$ cat config.mk
export PLATFORM = sky130hd
export DESIGN_NAME = stepper_profile_command_port
export DESIGN_NICKNAME = d
export VERILOG_FILES = /design/src/rtl/stepper_profile_command_port.v /design/src/rtl/seq_divider.v /design/src/rtl/step_rate_gen.v
export VERILOG_INCLUDE_DIRS = /design/src /design/src/inc
export SDC_FILE = /design/constraint.sdc
export NUM_CORES = 2
export LEC_CHECK = 0
export BUFFER_PORTS_ARGS = -buffer_cell sky130_fd_sc_hd__buf_2
export CAP_MARGIN = 20
export CELL_PAD_IN_SITES_DETAIL_PLACEMENT = 1
export CELL_PAD_IN_SITES_GLOBAL_PLACEMENT = 2
export CORE_ASPECT_RATIO = 0.9
export CORE_MARGIN = 5
export CORE_UTILIZATION = 41
export DETAILED_ROUTE_END_ITERATION = 10
export MAX_ROUTING_LAYER = met4
export PLACE_DENSITY_LB_ADDON = 0.1
export RECOVER_POWER = 25
export SLEW_MARGIN = 40
export SYNTH_ARGS = -nofsm -noshare
export SYNTH_HDL_FRONTEND = slang
export SYNTH_HIERARCHICAL = 1
export SYNTH_SLANG_ARGS = --single-unit
$ cat constraint.sdc
create_clock -name clock -period 16.65 [get_ports clock]
set_input_delay 2.4975 -clock clock [delete_from_list [all_inputs] [get_ports clock]]
set_output_delay 2.4975 -clock clock [all_outputs]
set_load 0.01 [all_outputs]
$ cat src/inc/stepper_defs.vh
// constants shared by the stepper profile and command logic
// assumes: included by bare name from the command port and step rate rtl files, no code here
`ifndef STEPPER_DEFS_VH
`define STEPPER_DEFS_VH

`define CLK_HZ          50000000
`define TIME_BASE_MS    1
`define MS_TICK_CYCLES  (`CLK_HZ / 1000 * `TIME_BASE_MS)
`define CMD_START_MS    4

// multiplier numerator and largest velocity word
`define VEL_MUL_NUM     10'h258
`define VEL_WORD_MAX    13'h1fff
`define VEL_FRAC_BITS   16
// 0.3 velocity words per ms in 16-bit fraction
`define MIN_SLOPE       32'h00004ccd
`define RATIO_FRAC      8

// command bit positions (bit n-1 carries command n)
`define CMD_HOME_UP     4'h3
`define CMD_HOME_DOWN   4'h4
`define JOG_UP_CMD      4'h5
`define JOG_DOWN_CMD    4'h6
`define CMD_MOTION_LAST 4'ha
`define INDEXED_MOVE_CMD   4'ha
`define CLEAR_ERRORS_CMD   4'hd
`define DECEL_AND_STOP_CMD 4'he
`define IMMEDIATE_STOP_CMD 4'hf

`define PWRUP_ERR_RESET 1'b1

`endif

$ cat src/rtl/stepper_profile_command_port.v
// command acceptance and trapezoid step-rate profile of a stepper axis
// assumes: command words held steady by the controller while in use,
// command bits and index input arrive asynchronously on pins
//
// Summary of operation
// - multiplier is 600 over the divisor
// - top rate is multiplier times 8191
// - motion commands start at base speed
// - ramp up, ramp down, then stop stepping
// - final home search at constant base speed
// - peak rate is running word times multiplier
// - short moves decelerate early, triangular profile
// - accel word sets longest ramp-up milliseconds
// - ramps no longer than (run-base)/0.3 ms
// - decel word sets ramp-down; zero copies accel
// - index adds fixed further steps same direction
// - after index use indexed decel time
// - window opens and closes at step counts
// - index input honoured only inside window
// - commands act on rising edge, jog excepted
// - start a detected command within 4 ms
// - jog runs while bit high, stops after
// - power-up error set; clear-errors comes first
// - while moving without errors only stop commands accepted
// - highest bit number wins in one scan
// - errors refuse all but clear-errors
`timescale 1ns/1ps
`default_nettype none
`include "stepper_defs.vh"

module stepper_profile_command_port #(
    parameter MS_TICK_CYCLES = `MS_TICK_CYCLES,
    parameter DIV_W          = 40
) (
    input  wire        clock,
    input  wire        sys_rst,
    input  wire [15:0] command_bits,
    input  wire        index_in,
    input  wire [15:0] velocity_divisor,
    input  wire [15:0] base_speed_word,
    input  wire [15:0] running_speed_word,
    input  wire [15:0] accel_time_ms,
    input  wire [15:0] decel_time_ms,
    input  wire [31:0] indexed_extra_steps,
    input  wire [15:0] indexed_decel_time_ms,
    input  wire [31:0] index_window_open_steps,
    input  wire [31:0] index_window_close_steps,
    input  wire [31:0] move_distance,
    input  wire        move_dir,
    input  wire        fault_event,
    input  wire        stop_now,
    input  wire        home_fine_search,
    output wire        step_pulse,
    output reg         step_dir,
    output reg         moving_flag,
    output reg         accel_flag,
    output reg         decel_flag,
    output reg         powerup_error_flag,
    output reg         fault_flag,
    output reg         cmd_accept,
    output reg  [3:0]  cmd_index,
    output reg         index_seen
);
    localparam [2:0] ST_IDLE = 3'b001;
    localparam [2:0] ST_CALC = 3'b010;
    localparam [2:0] ST_MOVE = 3'b100;
    localparam [31:0] TICK_LAST = MS_TICK_CYCLES - 1;

    // highest set bit of the edge vector, with a hit flag on top
    function [4:0] top_bit;
        input [15:0] v;
        integer i;
        begin
            top_bit = 5'h00;
            for (i = 0; i < 16; i = i + 1) begin
                if (v[i]) begin
                    top_bit = {1'b1, i[3:0]};
                end
            end
        end
    endfunction

    // three-stage synchronisers, bit 16 is the index input
    wire [16:0] pin_in = {index_in, command_bits};
    reg  [16:0] sync1_reg;
    reg  [16:0] sync2_reg;
    reg  [16:0] sync3_reg;
    reg  [16:0] stable_reg;
    reg  [16:0] prev_reg;

    genvar g;
    generate
        for (g = 0; g < 17; g = g + 1) begin : pin_sync
            always @(posedge clock) begin
                if (sys_rst) begin
                    sync1_reg[g]  <= 1'b0;
                    sync2_reg[g]  <= 1'b0;
                    sync3_reg[g]  <= 1'b0;
                    stable_reg[g] <= 1'b0;
                    prev_reg[g]   <= 1'b0;
                end else begin
                    sync1_reg[g] <= pin_in[g];
                    sync2_reg[g] <= sync1_reg[g];
                    sync3_reg[g] <= sync2_reg[g];
                    if (sync2_reg[g] == sync3_reg[g]) begin
                        stable_reg[g] <= sync3_reg[g];
                    end
                    prev_reg[g] <= stable_reg[g];
                end
            end
        end
    endgenerate

    wire [16:0] rise    = stable_reg & ~prev_reg;
    wire [4:0]  top     = top_bit(rise[15:0]);
    wire [3:0]  sel     = top[3:0];
    wire        err_any = powerup_error_flag | fault_flag;
    reg         legal;

    always @* begin
        legal = 1'b0;
        if (top[4]) begin
            if (err_any) begin
                legal = (sel == `CLEAR_ERRORS_CMD);
            end else if (moving_flag) begin
                legal = (sel == `DECEL_AND_STOP_CMD) ||
                        (sel == `IMMEDIATE_STOP_CMD);
            end else begin
                legal = 1'b1;
            end
        end
    end

    wire is_motion = (sel >= `CMD_HOME_UP) && (sel <= `CMD_MOTION_LAST);
    wire is_jog    = (sel == `JOG_UP_CMD) || (sel == `JOG_DOWN_CMD);
    wire is_home   = (sel == `CMD_HOME_UP) || (sel == `CMD_HOME_DOWN);
    wire dir_down  = (sel == `JOG_DOWN_CMD) || (sel == `CMD_HOME_DOWN);

    // millisecond time base
    reg  [31:0] ms_cnt_reg;
    wire        ms_tick = (ms_cnt_reg == TICK_LAST);

    always @(posedge clock) begin
        if (sys_rst || ms_tick) begin
            ms_cnt_reg <= 32'h0;
        end else begin
            ms_cnt_reg <= ms_cnt_reg + 32'h1;
        end
    end

    // velocity words clamped to 13 bits so the top rate is 8191 words
    wire [12:0] base_c = (base_speed_word > {3'h0, `VEL_WORD_MAX}) ?
                         `VEL_WORD_MAX : base_speed_word[12:0];
    wire [12:0] run_c  = (running_speed_word > {3'h0, `VEL_WORD_MAX}) ?
                         `VEL_WORD_MAX : running_speed_word[12:0];
    // a running word at or below base gives a flat profile at base
    wire [12:0] span   = (run_c > base_c) ? run_c - base_c : 13'h0000;
    wire [31:0] base_q = {3'h0, base_c, 16'h0000};
    wire [31:0] run_q  = {3'h0, (run_c > base_c) ? run_c : base_c, 16'h0000};

    wire [15:0] decel_eff = (decel_time_ms == 16'h0000) ?
                            accel_time_ms : decel_time_ms;
    reg         idx_mode_reg;
    reg         seen_reg;
    wire [15:0] decel_sel = (seen_reg && indexed_decel_time_ms != 16'h0000) ?
                            indexed_decel_time_ms : decel_eff;

    // slope calculation: accel slope, decel slope, then their ratio
    reg  [1:0]       stage_reg;
    reg              div_run_reg;
    reg              div_start;
    reg  [DIV_W-1:0] div_num;
    reg  [DIV_W-1:0] div_den;
    wire             div_done;
    wire [DIV_W-1:0] div_quot;
    reg  [31:0]      slope_a_reg;
    reg  [31:0]      slope_d_reg;
    reg  [31:0]      ratio_reg;
    wire [31:0]      q_lo    = div_quot[31:0];
    wire [31:0]      q_slope = (q_lo < `MIN_SLOPE) ? `MIN_SLOPE : q_lo;

    always @* begin
        div_num = {DIV_W{1'b0}};
        div_den = {{(DIV_W-1){1'b0}}, 1'b1};
        case (stage_reg)
            2'd0: begin
                div_num = {11'h000, span, 16'h0000};
                if (accel_time_ms != 16'h0000) begin
                    div_den = {24'h000000, accel_time_ms};
                end
            end
            2'd1: begin
                div_num = {11'h000, span, 16'h0000};
                if (decel_sel != 16'h0000) begin
                    div_den = {24'h000000, decel_sel};
                end
            end
            default: begin
                div_num = {slope_a_reg, 8'h00};
                div_den = {8'h00, slope_d_reg};
            end
        endcase
    end

    seq_divider #(
        .W (DIV_W)
    ) u_div (
        .clock   (clock),
        .sys_rst (sys_rst),
        .start   (div_start),
        .num     (div_num),
        .den     (div_den),
        .done    (div_done),
        .quot    (div_quot)
    );

    // motion state
    reg  [2:0]  state_reg;
    reg  [31:0] vel_q_reg;
    reg  [31:0] remain_reg;
    reg  [31:0] steps_reg;
    reg  [39:0] need_reg;
    reg         bounded_reg;
    reg         jog_reg;
    reg  [3:0]  jog_bit_reg;
    reg         stop_req_reg;
    wire        step_raw;

    wire [32:0] vel_up   = {1'b0, vel_q_reg} + {1'b0, slope_a_reg};
    wire [32:0] vel_dn   = {1'b0, vel_q_reg} - {1'b0, slope_d_reg};
    wire        jog_off  = jog_reg && !stable_reg[jog_bit_reg];
    wire        near_end = bounded_reg &&
                           (remain_reg <= need_reg[39:`RATIO_FRAC]);
    wire        decel_go = stop_req_reg || jog_off || near_end;
    wire        win_open = (steps_reg >= index_window_open_steps) &&
                           (steps_reg <  index_window_close_steps);
    wire        idx_hit  = idx_mode_reg && !seen_reg && win_open &&
                           rise[16];
    wire        at_base  = (vel_q_reg <= base_q);
    wire        step_en  = (state_reg == ST_MOVE) &&
                           !(bounded_reg && remain_reg == 32'h0);

    step_rate_gen u_rate (
        .clock      (clock),
        .sys_rst    (sys_rst),
        .enable     (step_en),
        .vel_word   (vel_q_reg[28:16]),
        .divisor    (velocity_divisor),
        .step_pulse (step_raw)
    );

    assign step_pulse = step_raw;

    always @(posedge clock) begin
        if (sys_rst) begin
            state_reg          <= ST_IDLE;
            powerup_error_flag <= `PWRUP_ERR_RESET;
            fault_flag         <= 1'b0;
            cmd_accept         <= 1'b0;
            cmd_index          <= 4'h0;
            moving_flag        <= 1'b0;
            accel_flag         <= 1'b0;
            decel_flag         <= 1'b0;
            step_dir           <= 1'b0;
            index_seen         <= 1'b0;
            stage_reg          <= 2'd0;
            div_run_reg        <= 1'b0;
            div_start          <= 1'b0;
            slope_a_reg        <= `MIN_SLOPE;
            slope_d_reg        <= `MIN_SLOPE;
            ratio_reg          <= 32'h0;
            vel_q_reg          <= 32'h0;
            remain_reg         <= 32'h0;
            steps_reg          <= 32'h0;
            need_reg           <= 40'h0;
            bounded_reg        <= 1'b0;
            jog_reg            <= 1'b0;
            jog_bit_reg        <= 4'h0;
            stop_req_reg       <= 1'b0;
            idx_mode_reg       <= 1'b0;
            seen_reg           <= 1'b0;
        end else begin
            cmd_accept <= legal;
            div_start  <= 1'b0;
            if (legal) begin
                cmd_index <= sel;
            end
            // a fault in the clearing cycle survives the clear
            if (legal && sel == `CLEAR_ERRORS_CMD) begin
                powerup_error_flag <= 1'b0;
                fault_flag         <= fault_event;
            end else if (fault_event) begin
                fault_flag <= 1'b1;
            end

            // divider sequencer, also rerun mid-move after an index
            if (div_done && div_run_reg) begin
                case (stage_reg)
                    2'd0: begin
                        slope_a_reg <= q_slope;
                        stage_reg   <= 2'd1;
                        div_start   <= 1'b1;
                    end
                    2'd1: begin
                        slope_d_reg <= q_slope;
                        stage_reg   <= 2'd2;
                        div_start   <= 1'b1;
                    end
                    default: begin
                        ratio_reg   <= q_lo;
                        div_run_reg <= 1'b0;
                    end
                endcase
            end

            case (state_reg)
                ST_IDLE: begin
                    if (legal && is_motion) begin
                        // divider takes about 130 clocks, far inside 4 ms
                        state_reg    <= ST_CALC;
                        moving_flag  <= 1'b1;
                        step_dir     <= (is_jog || is_home) ? dir_down : move_dir;
                        bounded_reg  <= !(is_jog || is_home);
                        jog_reg      <= is_jog;
                        jog_bit_reg  <= sel;
                        idx_mode_reg <= (sel == `INDEXED_MOVE_CMD);
                        seen_reg     <= 1'b0;
                        index_seen   <= 1'b0;
                        stop_req_reg <= 1'b0;
                        remain_reg   <= move_distance;
                        steps_reg    <= 32'h0;
                        need_reg     <= 40'h0;
                        stage_reg    <= 2'd0;
                        div_run_reg  <= 1'b1;
                        div_start    <= 1'b1;
                    end
                end
                ST_CALC: begin
                    if (div_done && stage_reg == 2'd2) begin
                        state_reg  <= ST_MOVE;
                        vel_q_reg  <= base_q;
                        accel_flag <= 1'b1;
                    end
                end
                ST_MOVE: begin
                    if (step_raw) begin
                        steps_reg <= steps_reg + 32'h1;
                        if (bounded_reg) begin
                            remain_reg <= remain_reg - 32'h1;
                        end
                        if (accel_flag) begin
                            need_reg <= need_reg + {8'h00, ratio_reg};
                        end
                    end
                    if (idx_hit) begin
                        seen_reg    <= 1'b1;
                        index_seen  <= 1'b1;
                        bounded_reg <= 1'b1;
                        remain_reg  <= indexed_extra_steps;
                        stage_reg   <= 2'd1;
                        div_run_reg <= 1'b1;
                        div_start   <= 1'b1;
                    end
                    if (home_fine_search) begin
                        vel_q_reg  <= base_q;
                        accel_flag <= 1'b0;
                        decel_flag <= 1'b0;
                    end else if (decel_go) begin
                        accel_flag <= 1'b0;
                        decel_flag <= !at_base;
                        if (ms_tick) begin
                            vel_q_reg <= (vel_dn[32] || vel_dn[31:0] < base_q) ?
                                         base_q : vel_dn[31:0];
                        end
                    end else if (vel_q_reg < run_q) begin
                        accel_flag <= 1'b1;
                        if (ms_tick) begin
                            vel_q_reg <= (vel_up > {1'b0, run_q}) ?
                                         run_q : vel_up[31:0];
                        end
                    end else begin
                        accel_flag <= 1'b0;
                        decel_flag <= 1'b0;
                    end
                    if (legal && sel == `DECEL_AND_STOP_CMD) begin
                        stop_req_reg <= 1'b1;
                    end
                    if ((bounded_reg && remain_reg == 32'h0) ||
                        (!bounded_reg && decel_go && at_base)) begin
                        state_reg   <= ST_IDLE;
                        moving_flag <= 1'b0;
                        accel_flag  <= 1'b0;
                        decel_flag  <= 1'b0;
                    end
                end
                default: begin
                    state_reg <= ST_IDLE;
                end
            endcase

            // sudden stops override everything else, also during calc
            if ((legal && sel == `IMMEDIATE_STOP_CMD) || stop_now) begin
                state_reg   <= ST_IDLE;
                moving_flag <= 1'b0;
                accel_flag  <= 1'b0;
                decel_flag  <= 1'b0;
                div_run_reg <= 1'b0;
            end
        end
    end
endmodule

`default_nettype wire

$ cat src/rtl/seq_divider.v
// restoring divider, one quotient bit per clock
// assumes: start is a one-cycle pulse, operands steady until done
`timescale 1ns/1ps
`default_nettype none

module seq_divider #(
    parameter W = 40
) (
    input  wire         clock,
    input  wire         sys_rst,
    input  wire         start,
    input  wire [W-1:0] num,
    input  wire [W-1:0] den,
    output reg          done,
    output reg  [W-1:0] quot
);
    localparam integer CNT_INT  = W;
    localparam [6:0]   CNT_INIT = CNT_INT[6:0];

    reg  [W-1:0] rem_reg;
    reg  [6:0]   cnt_reg;
    reg          busy_reg;
    wire [W:0]   shifted = {rem_reg, quot[W-1]};
    wire [W:0]   diff    = shifted - {1'b0, den};

    always @(posedge clock) begin
        if (sys_rst) begin
            rem_reg  <= {W{1'b0}};
            quot     <= {W{1'b0}};
            cnt_reg  <= 7'h00;
            busy_reg <= 1'b0;
            done     <= 1'b0;
        end else if (start) begin
            rem_reg  <= {W{1'b0}};
            quot     <= num;
            cnt_reg  <= CNT_INIT;
            busy_reg <= 1'b1;
            done     <= 1'b0;
        end else if (busy_reg) begin
            if (!diff[W]) begin
                rem_reg <= diff[W-1:0];
            end else begin
                rem_reg <= shifted[W-1:0];
            end
            quot    <= {quot[W-2:0], ~diff[W]};
            cnt_reg <= cnt_reg - 7'h01;
            if (cnt_reg == 7'h01) begin
                busy_reg <= 1'b0;
                done     <= 1'b1;
            end
        end else begin
            done <= 1'b0;
        end
    end
endmodule

`default_nettype wire

$ cat src/rtl/step_rate_gen.v
// step pulse generator: rate = vel_word * 600 / divisor pulses per second
// assumes: one clock at CLK_HZ, divisor zero means no stepping
`timescale 1ns/1ps
`default_nettype none
`include "stepper_defs.vh"

module step_rate_gen #(
    parameter CLK_HZ = `CLK_HZ
) (
    input  wire        clock,
    input  wire        sys_rst,
    input  wire        enable,
    input  wire [12:0] vel_word,
    input  wire [15:0] divisor,
    output reg         step_pulse
);
    localparam integer HZ_INT = CLK_HZ;
    localparam [25:0]  HZ     = HZ_INT[25:0];

    // exact ratio: add word*600 per clock, wrap at divisor*clock rate
    wire [41:0] thr = divisor * HZ;
    wire [22:0] inc = vel_word * `VEL_MUL_NUM;
    reg  [42:0] acc_reg;
    wire [42:0] sum = acc_reg + {20'h00000, inc};

    always @(posedge clock) begin
        if (sys_rst || !enable || divisor == 16'h0000) begin
            acc_reg    <= 43'h0;
            step_pulse <= 1'b0;
        end else if (sum >= {1'b0, thr}) begin
            acc_reg    <= sum - {1'b0, thr};
            step_pulse <= 1'b1;
        end else begin
            acc_reg    <= sum;
            step_pulse <= 1'b0;
        end
    end
endmodule

`default_nettype wire

=== After elaboration in Yosys (flattened, before gate mapping) ===
Cells that the tools add are included.

* Multiplexer cells: 105
* Equal/unequal tests: 45
* Multiply operators: 2
* Reductions and logical operators: 67
* Bitwise gates (word level): 6
* Magnitude comparators: 15
* Add/sub/neg operators: 11

{| class="wikitable"
|+ Operators with widths
! kind !! number
|-
| $mux 32 || 15
|-
| $mux 40 || 7
|-
| $pmux 32 s2 || 3
|-
| $pmux 40 s2 || 2
|-
| $mux 5 || 16
|-
| $add 32x1->32 const B || 2
|-
| $lt 32x29->1 || 2
|-
| $mux 16 || 4
|-
| $mux 13 || 4
|-
| $reduce_bool 16->1 || 3
|-
| $add 43x23->43 || 1
|-
| $ge 43x42->1 || 1
|-
| $mux 43 || 1
|-
| $sub 43x42->43 || 1
|-
| $sub 41x40->41 || 1
|-
| $add 40x32->40 || 1
|-
| $mul 16x19->35 const B || 1
|-
| $mux 1 || 34
|-
| $add 32x32->33 || 1
|-
| $gt 33x29->1 || 1
|-
| $sub 32x32->33 || 1
|-
| $eq 32x16->1 const B || 1
|-
| $ge 32x32->1 || 1
|-
| $gt 16x13->1 const B || 2
|-
| 52 further kinds || 145
|}

* Flip-flop bits (word level): 509
* Word-level logic and storage cells: 370
* Output and inout port bits: 13

=== Logic depth before layout (Yosys ltp) ===
* Word-level depth: 26
* Mapped depth: 35
* Mapped depth without buffers: 33

=== Hierarchy ===
Netlist, hierarchy kept.

{| class="wikitable"
|+ Modules (own cells, without submodules)
! module !! seq. area each (um2) !! instances !! area an instance (um2) !! cells each
|-
| stepper_profile_command_port || 7,527.2 || 1 || 26,359.0 || 3,304
|-
| step_rate_gen || 820.8 || 1 || 11,672.4 || 1,358
|-
| seq_divider || 1,781.7 || 1 || 6,279.8 || 821
|}

=== Worst setup path before layout ===
Ideal clock, no wire load.

* Kind: input -> register
* Start: input velocity_divisor[13]
* End: register u_rate.acc_reg[16]
* Data arrival time: 9.728 ns
* Slack: 6.808 ns
* Setup time: 0.115 ns
* Buffers on the path: 3
* Stages: 32
* Cell sequence: fa_1 > inv_1 > fa_1 > fa_1 > fa_1 > inv_1 > fa_1 > inv_1 > fa_1 > inv_1 > ha_1 > a21o_1 > a21o_1 > a21oi_1 > nand2_1 > o211ai_1 > nand2b_1 > a21oi_1 > xor2_1 > ha_1 > clkbuf_1 > and3_1 > and4_1 > and2_1 > o211ai_1 > a41oi_1 > o31ai_2 > and2_4 > buf_6 > buf_2 > nor2_1 > o21a_1

* Word-level cells in the longest chain between the ends: 3
* Elaborated cells between the ends (all ways): 5

{| class="wikitable"
|+ Ends and longest elaborated chain
! element !! line !! source
|-
| from (decl) || stepper_profile_command_port.v:39 || <nowiki>input wire [15:0] velocity_divisor,</nowiki>
|-
| $mul 16x19->35 || step_rate_gen.v:21 || <nowiki>wire [41:0] thr = divisor * HZ;</nowiki>
|-
| $ge 43x42->1 || step_rate_gen.v:30 || <nowiki>end else if (sum >= {1'b0, thr}) begin</nowiki>
|-
| $mux 43 || step_rate_gen.v:30 ||
|-
| to (signal assigned) || step_rate_gen.v:31 || <nowiki>acc_reg <= sum - {1'b0, thr};</nowiki>
|-
| to (signal assigned) || step_rate_gen.v:34 || <nowiki>acc_reg <= sum;</nowiki>
|-
| to (decl) || step_rate_gen.v:23 || <nowiki>reg [42:0] acc_reg;</nowiki>
|}

Several ways; a longest one is shown, not always the timed one.
A chain may end at the register's enable or synchronous reset.

=== Final worst setup path ===
* Start: input velocity_divisor[13]
* End: register u_rate.acc_reg[40]

* Word-level cells in the longest chain between the ends: 3
* Elaborated cells between the ends (all ways): 6

{| class="wikitable"
|+ Ends and longest elaborated chain
! element !! line
|-
| $mul 16x19->35 || step_rate_gen.v:21
|-
| $sub 43x42->43 / $ge 43x42->1 (equally long branches) || step_rate_gen.v:31, step_rate_gen.v:30
|-
| $mux 43 || step_rate_gen.v:30
|}

Several ways; a longest one is shown, not always the timed one.

==> out/qor.txt <==
Avg Vias per Cell: 5.551
First-pass GRT wire length: 233200 um
Share of layout cells above drive strength 1: 10.23%
WP data required: 17.25 ns
Cell Area, Synth: 0.04431 mm^2
Multi-input gate area: 0.03141 mm^2
Fin crit period: 10.48 ns
Die ar.: 0.1148 mm^2
CP Max Fanout: 23
Total I/O pin count: 260
Post-Synth Simple-Gate Area: 18.78%
Vias in the first global route: 40682
Die span in x: 356.5 um
R2R setup slack: 6.64 ns
Synth cell count leaders: inv_1 (549), ha_1 (514), a21oi_1 (509)
Compound-Gate Fraction of Synth Area: 21.60%
Initial Utilization: 41.26%
Fin. Hold Viols: 0
Critical path's slowest cell: nor2_2
CTS tree: yes
GR Overflow Total: 0
Fin. max-slew vios: 253
GPL Wtd Cong: 0.9082
Largest family of logic cells by synthesized area: compound AO/OA/AOI/OAI gates
Initial DRC Count: 2040
EDFF count, synth: 0
Reg-to-reg endpoint: u_rate/acc_reg[40]
Top cells by area, synth: dfxtp_1 (23%), ha_1 (15%), fa_1 (5.9%)
Actual slew at the worst max-slew pin: 4.591 ns
CTS root buffer: clkbuf_16
Post-Syn Instances: 5483
RSZ-0062 raised after global routing: false
Worst R2R Path Depth: 32
Clock Skew: 0.05436 ns
Total track usage: 25.92%
DRC viols: 0
Clock Tree Buf Depth: 3
Synthesized-area fraction occupied by adder cells: 20.59%
Fillers: 13087
CTS Buf Count: 61
H-tree Lvls: 2
Placed Cells: 7050
Clk Latency, worst-skew pair: 0.70 ns
Core area: 0.1074 mm^2
Leak: 0.02261 uW
Detailed-route via count: 39815
Setup bufs post-CTS: 0
Setup TNS Final: 0 ns
Main flop type after synthesis: dfxtp_1
Crit. Startpoint: velocity_divisor[13]
Yosys reg bits: 506
VDD IR max: 0.0002097 V
Period utilization: 62.97%
WL/cell: 20.75 um
Sequential cell fraction of total power: 19.4%
Violated checks: max-capacitance violations, max-slew violations
Fraction of registers with async set/reset: 0%
Initial antenna violation count: 9
Sequential share of the synthesized area: 22.86%
Reg-to-reg startpoint: vel_q_reg[22]
Crit Path Class: input pin to flop
Crit path top cell by count: fa_1
Count leader, synth: inv_1
Rows: 114
Pint: 3525 uW
Max-cap violations: 4
Setup crit end kind: flop
PortBufs: 259
Largest net degree at the start of global routing: 95
CP startpoint kind: input pin
Area leader, netlist: dfxtp_1
Max-slew headroom: -206.1%
Status: complete, but fails checks
Achievable Freq: 0.09538 GHz
Total of warnings raised by yosys: 6
Power per cell area: 127.3 mW/mm^2
Largest stage delay, worst path: 0.57 ns
FF+latch area: 0.01013 mm^2
Die Ht: 321.9 um
Comb pwr share: 57.6%
Psw: 2755 uW
Sink Count: 506
Drt total wl: 148800 um
WP data arrival: 11.08 ns
Area share of the largest cell type after synthesis: 22.86%
Clock power frac: 22.9%
Cell Area, Placed: 0.04710 mm^2
Post-CTS Resized: 0
Area delta synth->final: 11.31%
Hold Path Class: flop to flop
Final HPWL DP: 118700 um
Drt first pass iters: 7
Final Instance Area: 0.04932 mm^2
Mux contribution to synthesized area: 3.386%
Clk slew on worst S/H paths: 0.06 ns
Syn_area_per_cell: 8.082 um^2
Net Sw Frac: 43.87%
Critical path endpoint: u_rate/acc_reg[40]
XOR/XNOR share of the synthesized area: 6.074%
Setup Viol. Count Final: 0
Count of cell types in the netlist: 114
Nets@finish: 6556
Hold_buf cts: 0
Fin cells: 7172
Post-route ant nets: 0
==> worst min path at each step <==
stage / from / end / slack, ns / cells past startpoint
final: sync1_reg[10] / sync2_reg[10] / 0.44 / 1
after floorplan: sync1_reg[0] / sync2_reg[0] / 0.41 / 1
after CTS: sync1_reg[10] / sync2_reg[10] / 0.45 / 1
after global placement: sync1_reg[8] / sync2_reg[8] / 0.42 / 1
after global routing: sync1_reg[9] / sync2_reg[9] / 0.46 / 1
after detailed placement: sync1_reg[0] / sync2_reg[0] / 0.43 / 1
==> layout by cell type (no fill, tap or decap), types with 131 or more instances in the layout <==
cell | Yosys | layout
nand2_1 | 441 | 439
fa_1 | 131 | 131
buf_2 | 10 | 258
inv_1 | 549 | 549
dfxtp_1 | 506 | 504
o21ai_0 | 216 | 215
xor2_1 | 146 | 146
xnor2_1 | 155 | 155
a21o_1 | 151 | 151
a21oi_1 | 509 | 505
nor2_1 | 444 | 438
ha_1 | 514 | 514
==> per-stage QoR <==
stage / hold WS [ns] / setup slack, ns / util [%] / total power [uW]
6_report: 0.4384 / 6.166 / 45.92 / 6280
4_1_cts: 0.4461 / 6.185 / 45.89 / 6345
5_1_grt: 0.4585 / 5.673 / 45.92 / 6795
3_3_place_gp: 0.4181 / 5.333 / 43.76 / 4809
3_5_place_dp: 0.4314 / 5.461 / 43.86 / 4871
2_1_floorplan: 0.4138 / 6.808 / - / 3958
==> kinds of logic (layout without fill, tap and decap cells) <==
group                      after synthesis  count (layout)
other                                    1              22
AOI/OAI and AO/OA                     1449            1449
muxes                                  140             140
and+or+nand+nor                       1676            1676
xor gates and xnor gates               303             303
adders and majority gates              652             652
DFF                                    506             506
buffers and inverters                  756             974
==> final cells by class <==
cell class | count | area share (%)
repair buffers | 308 | 3.427
clock buffers | 80 | 3.524
flip-flops and latches | 506 | 20.55
inverters | 551 | 4.203
clock inverters | 35 | 0.9183
multi-input cells | 4236 | 63.67
well taps | 1450 | 3.678
diodes | 6 | 0.03044
==> critical path, delay by kind of cell <==
| family | cells | cell delay, ns |
|---|---|---|
| buf+inv | 5 | 0.52 |
| compound gates | 9 | 2.21 |
| simple gates | 7 | 1.96 |
| fa+ha+maj | 8 | 3.71 |
| xor+xnor | 1 | 0.17 |
==> per-layer routing <==
layer / wire, um / up-vias / part of all wire [%] / GRT usage, %
met2: 70150 / 621 / 47 / 43.05
met5: 0 / - / 0 / -
li1: - / 19730 / - / -
met4: 2700 / 0 / 1.8 / 4.991
met1: 70320 / 19326 / 47 / 34.76
met3: 5653 / 138 / 3.8 / 2.350
==> power by group through the flow <==
stage,combinational [uW],clock (uW),sequential (uW)
finish,3620,1440,1220
global route,4050,1530,1220
CTS,3650,1480,1220
detailed placement,3620,0,1250
global placement,3560,0,1250
floorplan,2710,0,1250
No activity file was read; power rests on OpenSTA's default activity.
